File: src/design/htec_defs.vh
// Summary of operation
// continuous mode: armed block accepts repeated triggers
// trigger source waits for trigger ready high
// rising edge starts timed exposure, exact length
// exposure end starts readout then transmission
// after stop, trigger edges are ignored
// source must not exceed maximum frame rate
// rate limit below maximum caps trigger rate
// rate limit above maximum uses maximum rate
// exposure time clamped to model minimum
// exposure time clamped to model maximum
// exposure set by raw count or absolute
// auto exposure keeps own unquantised absolute value
// auto exposure disabled in trigger width mode
// exposure equals raw count times time base
// trigger width mode exposes while trigger active
// unreachable absolute value rounds to nearest raw
// trigger ready low whenever trigger not accepted; code keeps ready high in the first acq_stop clock, where edges drop
`ifndef HTEC_DEFS_VH
`define HTEC_DEFS_VH
// ==========================================================
// timing
`define HTEC_CLK_MHZ      7'd100
`define HTEC_US_CYC       7'd100
`define HTEC_US_W         24
`define HTEC_RAW_MIN      12'h001
`define HTEC_RAW_MAX      12'hfff
`define HTEC_EXP_MIN_US   24'h000018
`define HTEC_EXP_MAX_US   24'h0f4240
`define HTEC_EXP_RST_US   24'h013fec
`define HTEC_PER_SAT      32'hffffffff
`define HTEC_TB_RST_US    24'h000014
`define HTEC_AUTO_RST_US  24'h0003e8
`endif

File: src/design/htec_div.v
`timescale 1ns/1ps
// ==========================================================
// nearest-integer divide by iterative restoring division
module htec_div (
  // clock and reset
  input  wire        mclk,
  input  wire        sys_rst,
  // request
  input  wire        start,
  input  wire [23:0] num,
  input  wire [23:0] den,
  // answer
  output reg         done,
  output reg  [23:0] quot
);
  reg [23:0] q_r;
  reg [24:0] rem_r;
  reg [23:0] n_r;
  reg [4:0]  cnt_r;
  reg        busy_r;
  wire [24:0] trial = {rem_r[23:0], n_r[23]};
  wire [24:0] dsub  = trial - {1'b0, den};

  // one quotient bit per clock, 24 clocks, then round half up
  always @(posedge mclk or posedge sys_rst) begin
    if (sys_rst) begin
      q_r <= 24'h000000; rem_r <= 25'h0000000; n_r <= 24'h000000;
      cnt_r <= 5'h00; busy_r <= 1'b0; done <= 1'b0; quot <= 24'h000000;
    end else begin
      done <= 1'b0;
      if (start && !busy_r) begin
        busy_r <= 1'b1; n_r <= num; rem_r <= 25'h0000000;
        q_r <= 24'h000000; cnt_r <= 5'h18;
      end else if (busy_r) begin
        if (cnt_r != 5'h00) begin
          n_r <= {n_r[22:0], 1'b0};
          cnt_r <= cnt_r - 5'h01;
          if (!dsub[24]) begin
            rem_r <= dsub; q_r <= {q_r[22:0], 1'b1};
          end else begin
            rem_r <= trial; q_r <= {q_r[22:0], 1'b0};
          end
        end else begin
          busy_r <= 1'b0; done <= 1'b1;
          // nearest value: round up when remainder >= half divisor
          quot <= ({rem_r[23:0], 1'b0} >= {1'b0, den}) ?
                  q_r + 24'h000001 : q_r;
        end
      end
    end
  end
endmodule

File: src/design/htec_ctrl.v
`timescale 1ns/1ps
`include "htec_defs.vh"
// ==========================================================
// hardware trigger exposure control, continuous mode
module htec_ctrl (
  // clock and reset
  input  wire        mclk,
  input  wire        sys_rst,
  // commands and configuration
  input  wire        acq_start,
  input  wire        acq_stop,
  input  wire        edge_falling,
  input  wire        width_mode,
  input  wire        raw_wr,
  input  wire [11:0] raw_val,
  input  wire        abs_wr,
  input  wire [23:0] abs_us,
  input  wire        base_wr,
  input  wire [23:0] base_us,
  input  wire        auto_en,
  input  wire        auto_wr,
  input  wire [23:0] auto_us,
  input  wire        rate_en,
  input  wire [31:0] rate_period_cyc,
  input  wire [31:0] min_period_cyc,
  input  wire        readout_done,
  // link pins
  input  wire        external_trigger_input,
  output reg         trigger_ready_output,
  // status
  output reg         armed,
  output reg         exposing,
  output reg         readout_start,
  output reg  [11:0] raw_out,
  output reg  [23:0] exp_abs_out,
  output reg  [23:0] auto_abs_out,
  output reg         auto_active
);
  // ========================================================
  // one-hot states: waiting for an edge, exposing, and waiting for
  // the readout side to finish before the next edge may be taken
  localparam S_IDLE = 3'b001;
  localparam S_EXP  = 3'b010;
  localparam S_RD   = 3'b100;

  reg [2:0]  state_r;
  reg        trig_d_r;
  reg [23:0] base_r;
  reg [23:0] us_left_r;
  reg [6:0]  sub_r;
  reg [31:0] per_cnt_r;
  reg        div_go_r;
  wire       div_done;
  wire [23:0] div_q;
  // saturating count of clocks since the last accepted trigger
  wire [31:0] per_cnt_nxt;

  // clamp exposure in microseconds to the model limits
  // a limit is applied, not refused, so a host write never fails
  function [23:0] clamp_us;
    input [23:0] v;
    begin
      if (v < `HTEC_EXP_MIN_US) clamp_us = `HTEC_EXP_MIN_US;
      else if (v > `HTEC_EXP_MAX_US) clamp_us = `HTEC_EXP_MAX_US;
      else clamp_us = v;
    end
  endfunction

  // clamp raw count to its legal range
  function [11:0] clamp_raw;
    input [23:0] v;
    begin
      if (v < {12'h000, `HTEC_RAW_MIN}) clamp_raw = `HTEC_RAW_MIN;
      else if (v > {12'h000, `HTEC_RAW_MAX}) clamp_raw = `HTEC_RAW_MAX;
      else clamp_raw = v[11:0];
    end
  endfunction

  // product of raw and base, saturated and clamped
  function [23:0] raw_to_us;
    input [11:0] r;
    input [23:0] b;
    reg   [35:0] p;
    begin
      p = r * b;
      raw_to_us = clamp_us((p[35:24] != 12'h000) ? 24'hffffff : p[23:0]);
    end
  endfunction

  // gate test on the clocks counted since the last accepted edge; the
  // saturated count stands for no edge taken since reset
  function period_met;
    input [31:0] cnt;
    input [31:0] per;
    begin
      period_met = (cnt == `HTEC_PER_SAT) || (cnt >= per);
    end
  endfunction

  // absolute value to raw count, rounded to the nearest step; the
  // result lands some 27 clocks after the write
  htec_div u_div (
    .mclk    (mclk),
    .sys_rst (sys_rst),
    .start   (div_go_r),
    .num     (clamp_us(abs_us)),
    .den     (base_r),
    .done    (div_done),
    .quot    (div_q)
  );

  // fold the activation polarity in so one detector serves both
  wire trig_act  = external_trigger_input ^ edge_falling;
  wire trig_edge = trig_act & ~trig_d_r;
  // the period the trigger may repeat at: the slower of limit and max
  wire [31:0] eff_period = (rate_en && rate_period_cyc > min_period_cyc) ?
                           rate_period_cyc : min_period_cyc;
  wire rate_ok = period_met(per_cnt_r, eff_period);
  // ready looks one clock ahead so it opens in the cycle the gate does;
  // a plain +1 would wrap the saturated count to zero and stay shut
  assign per_cnt_nxt = (per_cnt_r == `HTEC_PER_SAT) ? `HTEC_PER_SAT :
                       per_cnt_r + 32'h00000001;
  // length loaded at an edge: the auto value while auto is active, else the set exposure
  wire [23:0] exp_used = (auto_active) ? auto_abs_out : exp_abs_out;

  // ========================================================
  // exposure settings: raw, absolute, time base, auto value
  always @(posedge mclk or posedge sys_rst) begin
    if (sys_rst) begin
      base_r <= `HTEC_TB_RST_US;
      raw_out <= `HTEC_RAW_MAX;
      // reset exposure agrees with reset raw count times reset base
      exp_abs_out <= `HTEC_EXP_RST_US;
      auto_abs_out <= `HTEC_AUTO_RST_US;
      auto_active <= 1'b0;
      div_go_r <= 1'b0;
    end else begin
      // divider reads abs_us a clock after the write; it must still stand
      div_go_r <= abs_wr;
      auto_active <= auto_en & ~width_mode;
      if (base_wr && base_us != 24'h000000) begin
        base_r <= base_us;
        exp_abs_out <= raw_to_us(raw_out, base_us);
      end else if (raw_wr) begin
        raw_out <= clamp_raw({12'h000, raw_val});
        exp_abs_out <= raw_to_us(clamp_raw({12'h000, raw_val}), base_r);
      end else if (div_done) begin
        raw_out <= clamp_raw(div_q);
        exp_abs_out <= raw_to_us(clamp_raw(div_q), base_r);
      end
      // auto value is kept in plain microseconds, not base multiples
      if (auto_wr)
        auto_abs_out <= clamp_us(auto_us);
    end
  end

  // ========================================================
  // arming, exposure timing and frame-rate gate
  always @(posedge mclk or posedge sys_rst) begin
    if (sys_rst) begin
      state_r <= S_IDLE;
      trig_d_r <= 1'b0;
      armed <= 1'b0;
      exposing <= 1'b0;
      readout_start <= 1'b0;
      us_left_r <= 24'h000000;
      sub_r <= 7'h00;
      // saturated count: the first edge after reset meets no gate
      per_cnt_r <= `HTEC_PER_SAT;
      trigger_ready_output <= 1'b0;
    end else begin
      trig_d_r <= trig_act;
      readout_start <= 1'b0;
      // the count stops at saturation instead of wrapping
      per_cnt_r <= per_cnt_nxt;
      // stop wins over start in the same cycle
      if (acq_stop)
        armed <= 1'b0;
      else if (acq_start)
        armed <= 1'b1;
      case (state_r)
        S_IDLE: begin
          // source relies on ready; edges while not ready drop, save in the first idle clock after arming or readout
          if (armed && !acq_stop && trig_edge && rate_ok) begin
            state_r <= S_EXP;
            exposing <= 1'b1;
            per_cnt_r <= 32'h00000001;
            us_left_r <= exp_used;
            sub_r <= `HTEC_US_CYC - 7'h01;
          end
        end
        S_EXP: begin
          // count microseconds for the programmed time exactly
          if (sub_r != 7'h00)
            sub_r <= sub_r - 7'h01;
          else begin
            sub_r <= `HTEC_US_CYC - 7'h01;
            if (us_left_r != 24'h000000)
              us_left_r <= us_left_r - 24'h000001;
          end
          // width mode ends on the first inactive sample, no stretch
          if ((!width_mode && us_left_r == 24'h000001 &&
               sub_r == 7'h00) ||
              (width_mode && !trig_act)) begin
            state_r <= S_RD;
            exposing <= 1'b0;
            readout_start <= 1'b1;
          end
        end
        S_RD: begin
          // readout side owns the sensor until done; edges here drop
          if (readout_done)
            state_r <= S_IDLE;
        end
        // an illegal code falls back to idle
        default: state_r <= S_IDLE;
      endcase
      // ready only when idle, armed, and the rate gate is open
      trigger_ready_output <= armed && !acq_stop && (state_r == S_IDLE) &&
                              !(trig_edge && rate_ok) &&
                              period_met(per_cnt_nxt, eff_period);
    end
  end
endmodule

File: config.mk
export PLATFORM = sky130hd
export DESIGN_NAME = htec_ctrl
export DESIGN_NICKNAME = d
export VERILOG_FILES = /design/src/design/htec_div.v /design/src/design/htec_ctrl.v
export VERILOG_INCLUDE_DIRS = /design/src /design/src/design
export SDC_FILE = /design/constraint.sdc
export NUM_CORES = 2
export LEC_CHECK = 0
export ABC_AREA = 1
export BUFFER_PORTS_ARGS = -buffer_cell sky130_fd_sc_hd__buf_2
export CAP_MARGIN = 20
export CORE_MARGIN = 5
export CORE_UTILIZATION = 55
export CTS_CLUSTER_SIZE = 16
export DETAILED_ROUTE_END_ITERATION = 8
export HOLD_SLACK_MARGIN = 0.05
export PLACE_DENSITY = 0.83
export SLEW_MARGIN = 30
export SYNTH_ARGS = -nofsm -noshare
export SYNTH_HDL_FRONTEND = slang
export SYNTH_SLANG_ARGS = --single-unit
File: constraint.sdc
create_clock -name mclk -period 15.01 [get_ports mclk]
set_clock_uncertainty 0.15 [all_clocks]
set_input_delay 3.002 -clock mclk [delete_from_list [all_inputs] [get_ports mclk]]
set_output_delay 3.002 -clock mclk [all_outputs]
set_load 0.01 [all_outputs]
# Yosys cells after proc, flatten, opt, wreduce, memory -nomap -nowiden
# Index checks and enable logic that the tools add are counted.
# totals
regBits,260
in_bits,162
output_inout_bits,65
wordCells,178
# classes
addsub,6
multipliers,3
n_lt_le_gt_ge,17
eq_ne,11
muxes,69
n_bitwise,8
n_reduce_logical,42
# ops
operator,count
$mux W24,31
$mux W32,4
$gt A24 B20 Y1 const B,5
$lt A24 B5 Y1 const B,5
$mul A12 B24 Y36,3
$mux W12,9
$eq A32 B32 Y1 const B,2
$ge A32 B32 Y1,2
$pmux W24 S2,1
$reduce_bool A24 Y1,2
$reduce_bool A12 Y1,3
$add A32 B1 Y32 const B,1
$gt A32 B32 Y1,1
$ge A25 B24 Y1,1
$sub A25 B24 Y25,1
$add A24 B1 Y24 const B,1
$eq A24 B1 Y1 const B,1
$gt A24 B12 Y1 const B,1
$lt A24 B1 Y1 const B,1
$sub A24 B1 Y24 const B,1
$mux W5,3
$mux W7,2
$pmux W7 S2,1
$logic_and A1 B1 Y1,13
other kinds (24),61

# Logic depth before layout (Yosys ltp)
# logic_depth
word_depth,15
ltp_mapped,47
depth_no_buf,44

# Hierarchy
# Synthesis repeated with hierarchy kept, for this count alone.
# hier_totals
hier_cells,7474
area_unflattened_um2,50488.4
# modules_own_cells
module,instances,cells_per_inst,area_per_inst_um2,seq_area_each_um2
htec_ctrl,1,6397,43197.7,4010.1
htec_div,1,1077,7290.7,2577.5

# Worst setup path after synthesis
# OpenSTA, ideal clock, no wires.
# synth_path
path_kind,input port to flip-flop
from,in raw_val[11]
to,reg exp_abs_out[0]
setup_ns,0.121
arrival_time_ns,8.694
required_time_ns,14.739
path_slack_ns,6.045
stages,37
n_path_buf,3
path_cell_list,clkbuf_1 -> clkbuf_1 -> nand2_1 -> fa_1 -> fa_1 -> inv_1 -> fa_1 -> inv_1 -> fa_1 -> inv_1 -> fa_1 -> ha_1 -> nand2_1 -> inv_1 -> a21oi_1 -> nand2_1 -> nand2_1 -> nand2_1 -> nand2_1 -> nand2_1 -> nand2_1 -> nand2_1 -> nor2_1 -> nand3_1 -> nor2_2 -> nand3_1 -> nor2_1 -> nand3_1 -> nand2_1 -> inv_1 -> nand2_1 -> nand2_2 -> buf_6 -> nand2_1 -> nand2_1 -> nand2_1 -> nand3_2
# synth_via
elab_chain_cells,12
elab_cells_between_ends,13
classes_between,mul: 1; order compare: 3; mux: 8; reduce/logical: 1
# synth_rtl
item,line_no,rtl
"start, declared",htec_ctrl.v:15,"input wire [11:0] raw_val,"
$lt A12 B1 Y1,htec_ctrl.v:73,"if (v < {12'h000, `HTEC_RAW_MIN}) clamp_raw = `HTEC_RAW_MIN;"
$mux W12 *,htec_ctrl.v:73,
$mux W12 *,htec_ctrl.v:144,end else if (raw_wr) begin
$mux W12 *,htec_ctrl.v:141,if (base_wr && base_us != 24'h000000) begin
$mul A12 B24 Y36 *,htec_ctrl.v:85,p = r * b;
$reduce_bool A12 Y1,htec_ctrl.v:86,raw_to_us = clamp_us((p[35:24] != 12'h000) ? 24'hffffff : p[23:0]);
$mux W24 *,htec_ctrl.v:86,
$gt A24 B20 Y1 (no source line),-,
$mux W24,htec_ctrl.v:64,else if (v > `HTEC_EXP_MAX_US) clamp_us = `HTEC_EXP_MAX_US;
$mux W24 *,htec_ctrl.v:63,if (v < `HTEC_EXP_MIN_US) clamp_us = `HTEC_EXP_MIN_US;
$mux W24 *,htec_ctrl.v:144,
$mux W24 *,htec_ctrl.v:141,
"end signal, assigned",htec_ctrl.v:143,"exp_abs_out <= raw_to_us(raw_out, base_us);"
"end signal, assigned",htec_ctrl.v:146,"exp_abs_out <= raw_to_us(clamp_raw({12'h000, raw_val}), base_r);"
"end signal, assigned",htec_ctrl.v:149,"exp_abs_out <= raw_to_us(clamp_raw(div_q), base_r);"
"end, declared",htec_ctrl.v:35,"output reg [23:0] exp_abs_out,"
# Mark *: on every way between the ends. The rest lies on a longest branch, timed or not. The select of a mux whose other input is x is not followed.
# A chain may end at the register's enable or synchronous reset.

# Worst setup path after layout
# layout_path
from,in raw_val[7]
to,reg exp_abs_out[18]
# Same word-level chain as after synthesis.

==> out/results.txt <==
kind of critical path - in -> reg
die area - 0.0947 sq mm
die width - 308 um
first drt pass iteration count - 7
synthesized net count - 8260
number of synthesized flops with an enable pin - 0
post-synthesis register bit count - 260
Synth cell types - 66
setup TNS - 0 ps
mapped cell area - 0.0488 sq mm
top post-synthesis cells by count - 2231 x nand2_1, 1743 x inv_1, 661 x fa_1, 361 x nor2_1, 350 x ha_1
Tightest Pin Transition - 978 ps
most used flip-flop cell after synthesis - dfrtp_1
gr usage total - 0.297
Clock Latency Late Sink - 560 ps
DRC - 0
Finished Cell Area - 0.0518 sq mm
Worst path max stage delay - 650 ps
CP required - 15300 ps
area leader, netlist - fa_1
CP arrival - 10180 ps
CTS Root Cell - clkbuf_16
RSZ-0062 raised after global routing - no
HPWL after DPL - 110000 um
post-CTS sizing - 0
Routed WL per cell - 16.9 um
CP Capture Type - flip-flop
number of global-route vias before repair - 45200
cell mode on critical path - nand2_1
initial antenna violation count - 4
Routed Antenna Nets - 0
nets@finish - 8288
DR iter-0 viols - 4144
Reg clk slew, reported paths - 60 ps
main combinational cell family by area after synthesis - adder cells
post-synth top area share - 0.271
number of buffers added on ports - 226
FMAX - 101 MHz
worst-path fanout max - 26
Max Transition Viols Final - 0
Post-synth ARST share - 1.00
CTS Buffer Depth - 3
Die Y - 308 um
Post-CTS Hold Buffers - 0
Synth Area in XOR/XNOR - 0.0194
status - complete, no violations
fin crit period - 9890 ps
detailed-route vias per instance - 5.44
max_cap viols - 0
normalized max-slew margin - 0.346
post-synthesis sequential area ratio - 0.135
Layout Cells excl Fill - 8308
initial core utilization - 0.553
I/O pins - 227
Synth Area in Adders - 0.361
Syn Inst Count - 7087
placed cell area - 0.0506 sq mm
Register Area - 0.00659 sq mm
TritonCTS Sinks - 260
Cell Rows - 109
RePlAce Congestion - 1.01
postcts setup bufs - 0
Avg Synthesized Cell Area - 6.88 sq um
# setup viols final - 0
CP max stage cell - inv_1
CTS tree - built
FILL cells - 8093
largest net degree at the start of global routing - 126
global-route wire length before repair - 230000 um
top-count cell post-synth - nand2_1
layout cells sized above 1 - 0.0718
Core Area - 0.0882 sq mm
H-tree levels - 2
Simple-Gate Fraction of Synth Area - 0.262
DP Cell Count - 8244
Yosys warning count - 0
final WL - 141000 um
multi-input logic area - 0.0345 sq mm
Synth Area in Compound Gates - 0.0638
area grow syn2layout - 6.15%
Worst setup SP type - primary input
CTS Buf Count - 34
main area contributors after synthesis - fa_1 27%, nand2_1 17%, inv_1 13%, dfrtp_1 10%, ha_1 9.0%
mux contribution to synthesized area - 0.000205
Hold/Removal Path Class - reg -> reg
vias - 45200
grt ovf - 0
Tcrit/Tclk final - 0.659
Hold Violations, Final - 0
## critical path: cells and delay by family
family,cells,cell delay [ps]
compound gates,1,110
fa+ha+maj,5,2380
buf+inv,6,1160
simple gates,25,3450
## kinds of logic (layout without fill, tap and decap cells)
| group | count (synthesis) | after routing |
|---|---|---|
| compound gates | 552 | 552 |
| xor+xnor | 108 | 108 |
| fa+ha+maj | 1011 | 1011 |
| buf+inv | 2042 | 2095 |
| flops | 260 | 260 |
| mux | 1 | 1 |
| other cells | 0 | 3 |
| simple gates | 3113 | 3113 |
## cells in the final DEF, fill, tap and decap left out, types with 7 or more instances in the layout
master | synthesis | final
a211oi_1 | 7 | 7
o21bai_1 | 8 | 8
or2_2 | 18 | 18
a31oi_1 | 32 | 32
o31ai_1 | 9 | 9
dfrtp_1 | 195 | 190
nand3_2 | 11 | 12
nand2_1 | 2231 | 2231
nand3b_1 | 14 | 14
o211ai_1 | 12 | 12
nor2_2 | 29 | 29
a21o_1 | 12 | 12
nor4_1 | 34 | 34
and2_1 | 8 | 8
nand3_1 | 212 | 211
buf_2 | 10 | 226
a21oi_1 | 161 | 161
inv_2 | 14 | 14
nor2_4 | 5 | 7
fa_1 | 661 | 661
buf_4 | 4 | 44
nor2_1 | 361 | 359
o21ai_1 | 8 | 8
dfstp_2 | 65 | 65
nand2_2 | 22 | 22
clkbuf_16 | 0 | 35
nand4_1 | 92 | 92
xnor2_1 | 33 | 33
clkbuf_1 | 246 | 9
inv_1 | 1743 | 1741
o21ai_0 | 227 | 227
nor3_1 | 59 | 58
ha_1 | 350 | 350
xor2_1 | 75 | 75
o22ai_1 | 39 | 39
## final cells by class
| class | instances | area share |
|---|---|---|
| sequential | 260 | 0.127 |
| clock inverter | 13 | 0.00300 |
| timing repair buffer | 271 | 0.0284 |
| inverter | 1763 | 0.128 |
| antenna | 3 | 0.000145 |
| clock buffer | 48 | 0.0186 |
| tap | 1165 | 0.0282 |
| multi-input combinational | 4785 | 0.666 |
## per-layer routing
layer	global-route usage	part of all wire	vias to the layer above	wire length, um
li1	-	-	21000	-
met1	0.406	0.41	21500	57300
met2	0.474	0.45	2228	63200
met3	0.0554	0.10	379	14200
met4	0.110	0.043	2	6020
met5	0	0.000092	-	13
## final timing paths
| check | startpoint | to | slack, ps | cells after the start |
|---|---|---|---|---|
| setup / recovery | raw_val[7] | exp_abs_out[18] | 5120 | 37 |
| hold / removal | exposing | exposing | 330 | 2 |
| setup reg to reg | u_div.quot[20] | exp_abs_out[13] | 6460 | 39 |
| hold reg to reg | exposing | exposing | 330 | 2 |
| max in group asynchronous | sys_rst | u_div.cnt_r[1] | 11060 | 3 |
| min in group asynchronous | sys_rst | trigger_ready_output | 2410 | 2 |
## per-stage QoR
step | hold slack (ps) | worst slack [ps] | utilization
floorplan | 292 | 4810 | -
global placement | 308 | 4780 | 0.574
detailed placement | 314 | 4690 | 0.574
CTS | 328 | 5230 | 0.587
global route | 354 | 4490 | 0.587
finish | 330 | 5120 | 0.587
## flip-flops by register name (all words and copies together) (netlist names)
register and flops:
per_cnt_r 32, auto_abs_out 24, base_r 24, exp_abs_out 24, u_div.n_r 24, u_div.q_r 24
u_div.quot 24, u_div.rem_r 24, us_left_r 24, raw_out 12, sub_r 7, u_div.cnt_r 5
state_r 3, armed 1, auto_active 1, div_go_r 1, exposing 1, readout_start 1
trig_d_r 1, trigger_ready_output 1, u_div.busy_r 1, u_div.done 1
Power is not shown: default switching activity piles up to over one toggle a cycle in this logic, so the estimate is an artifact.
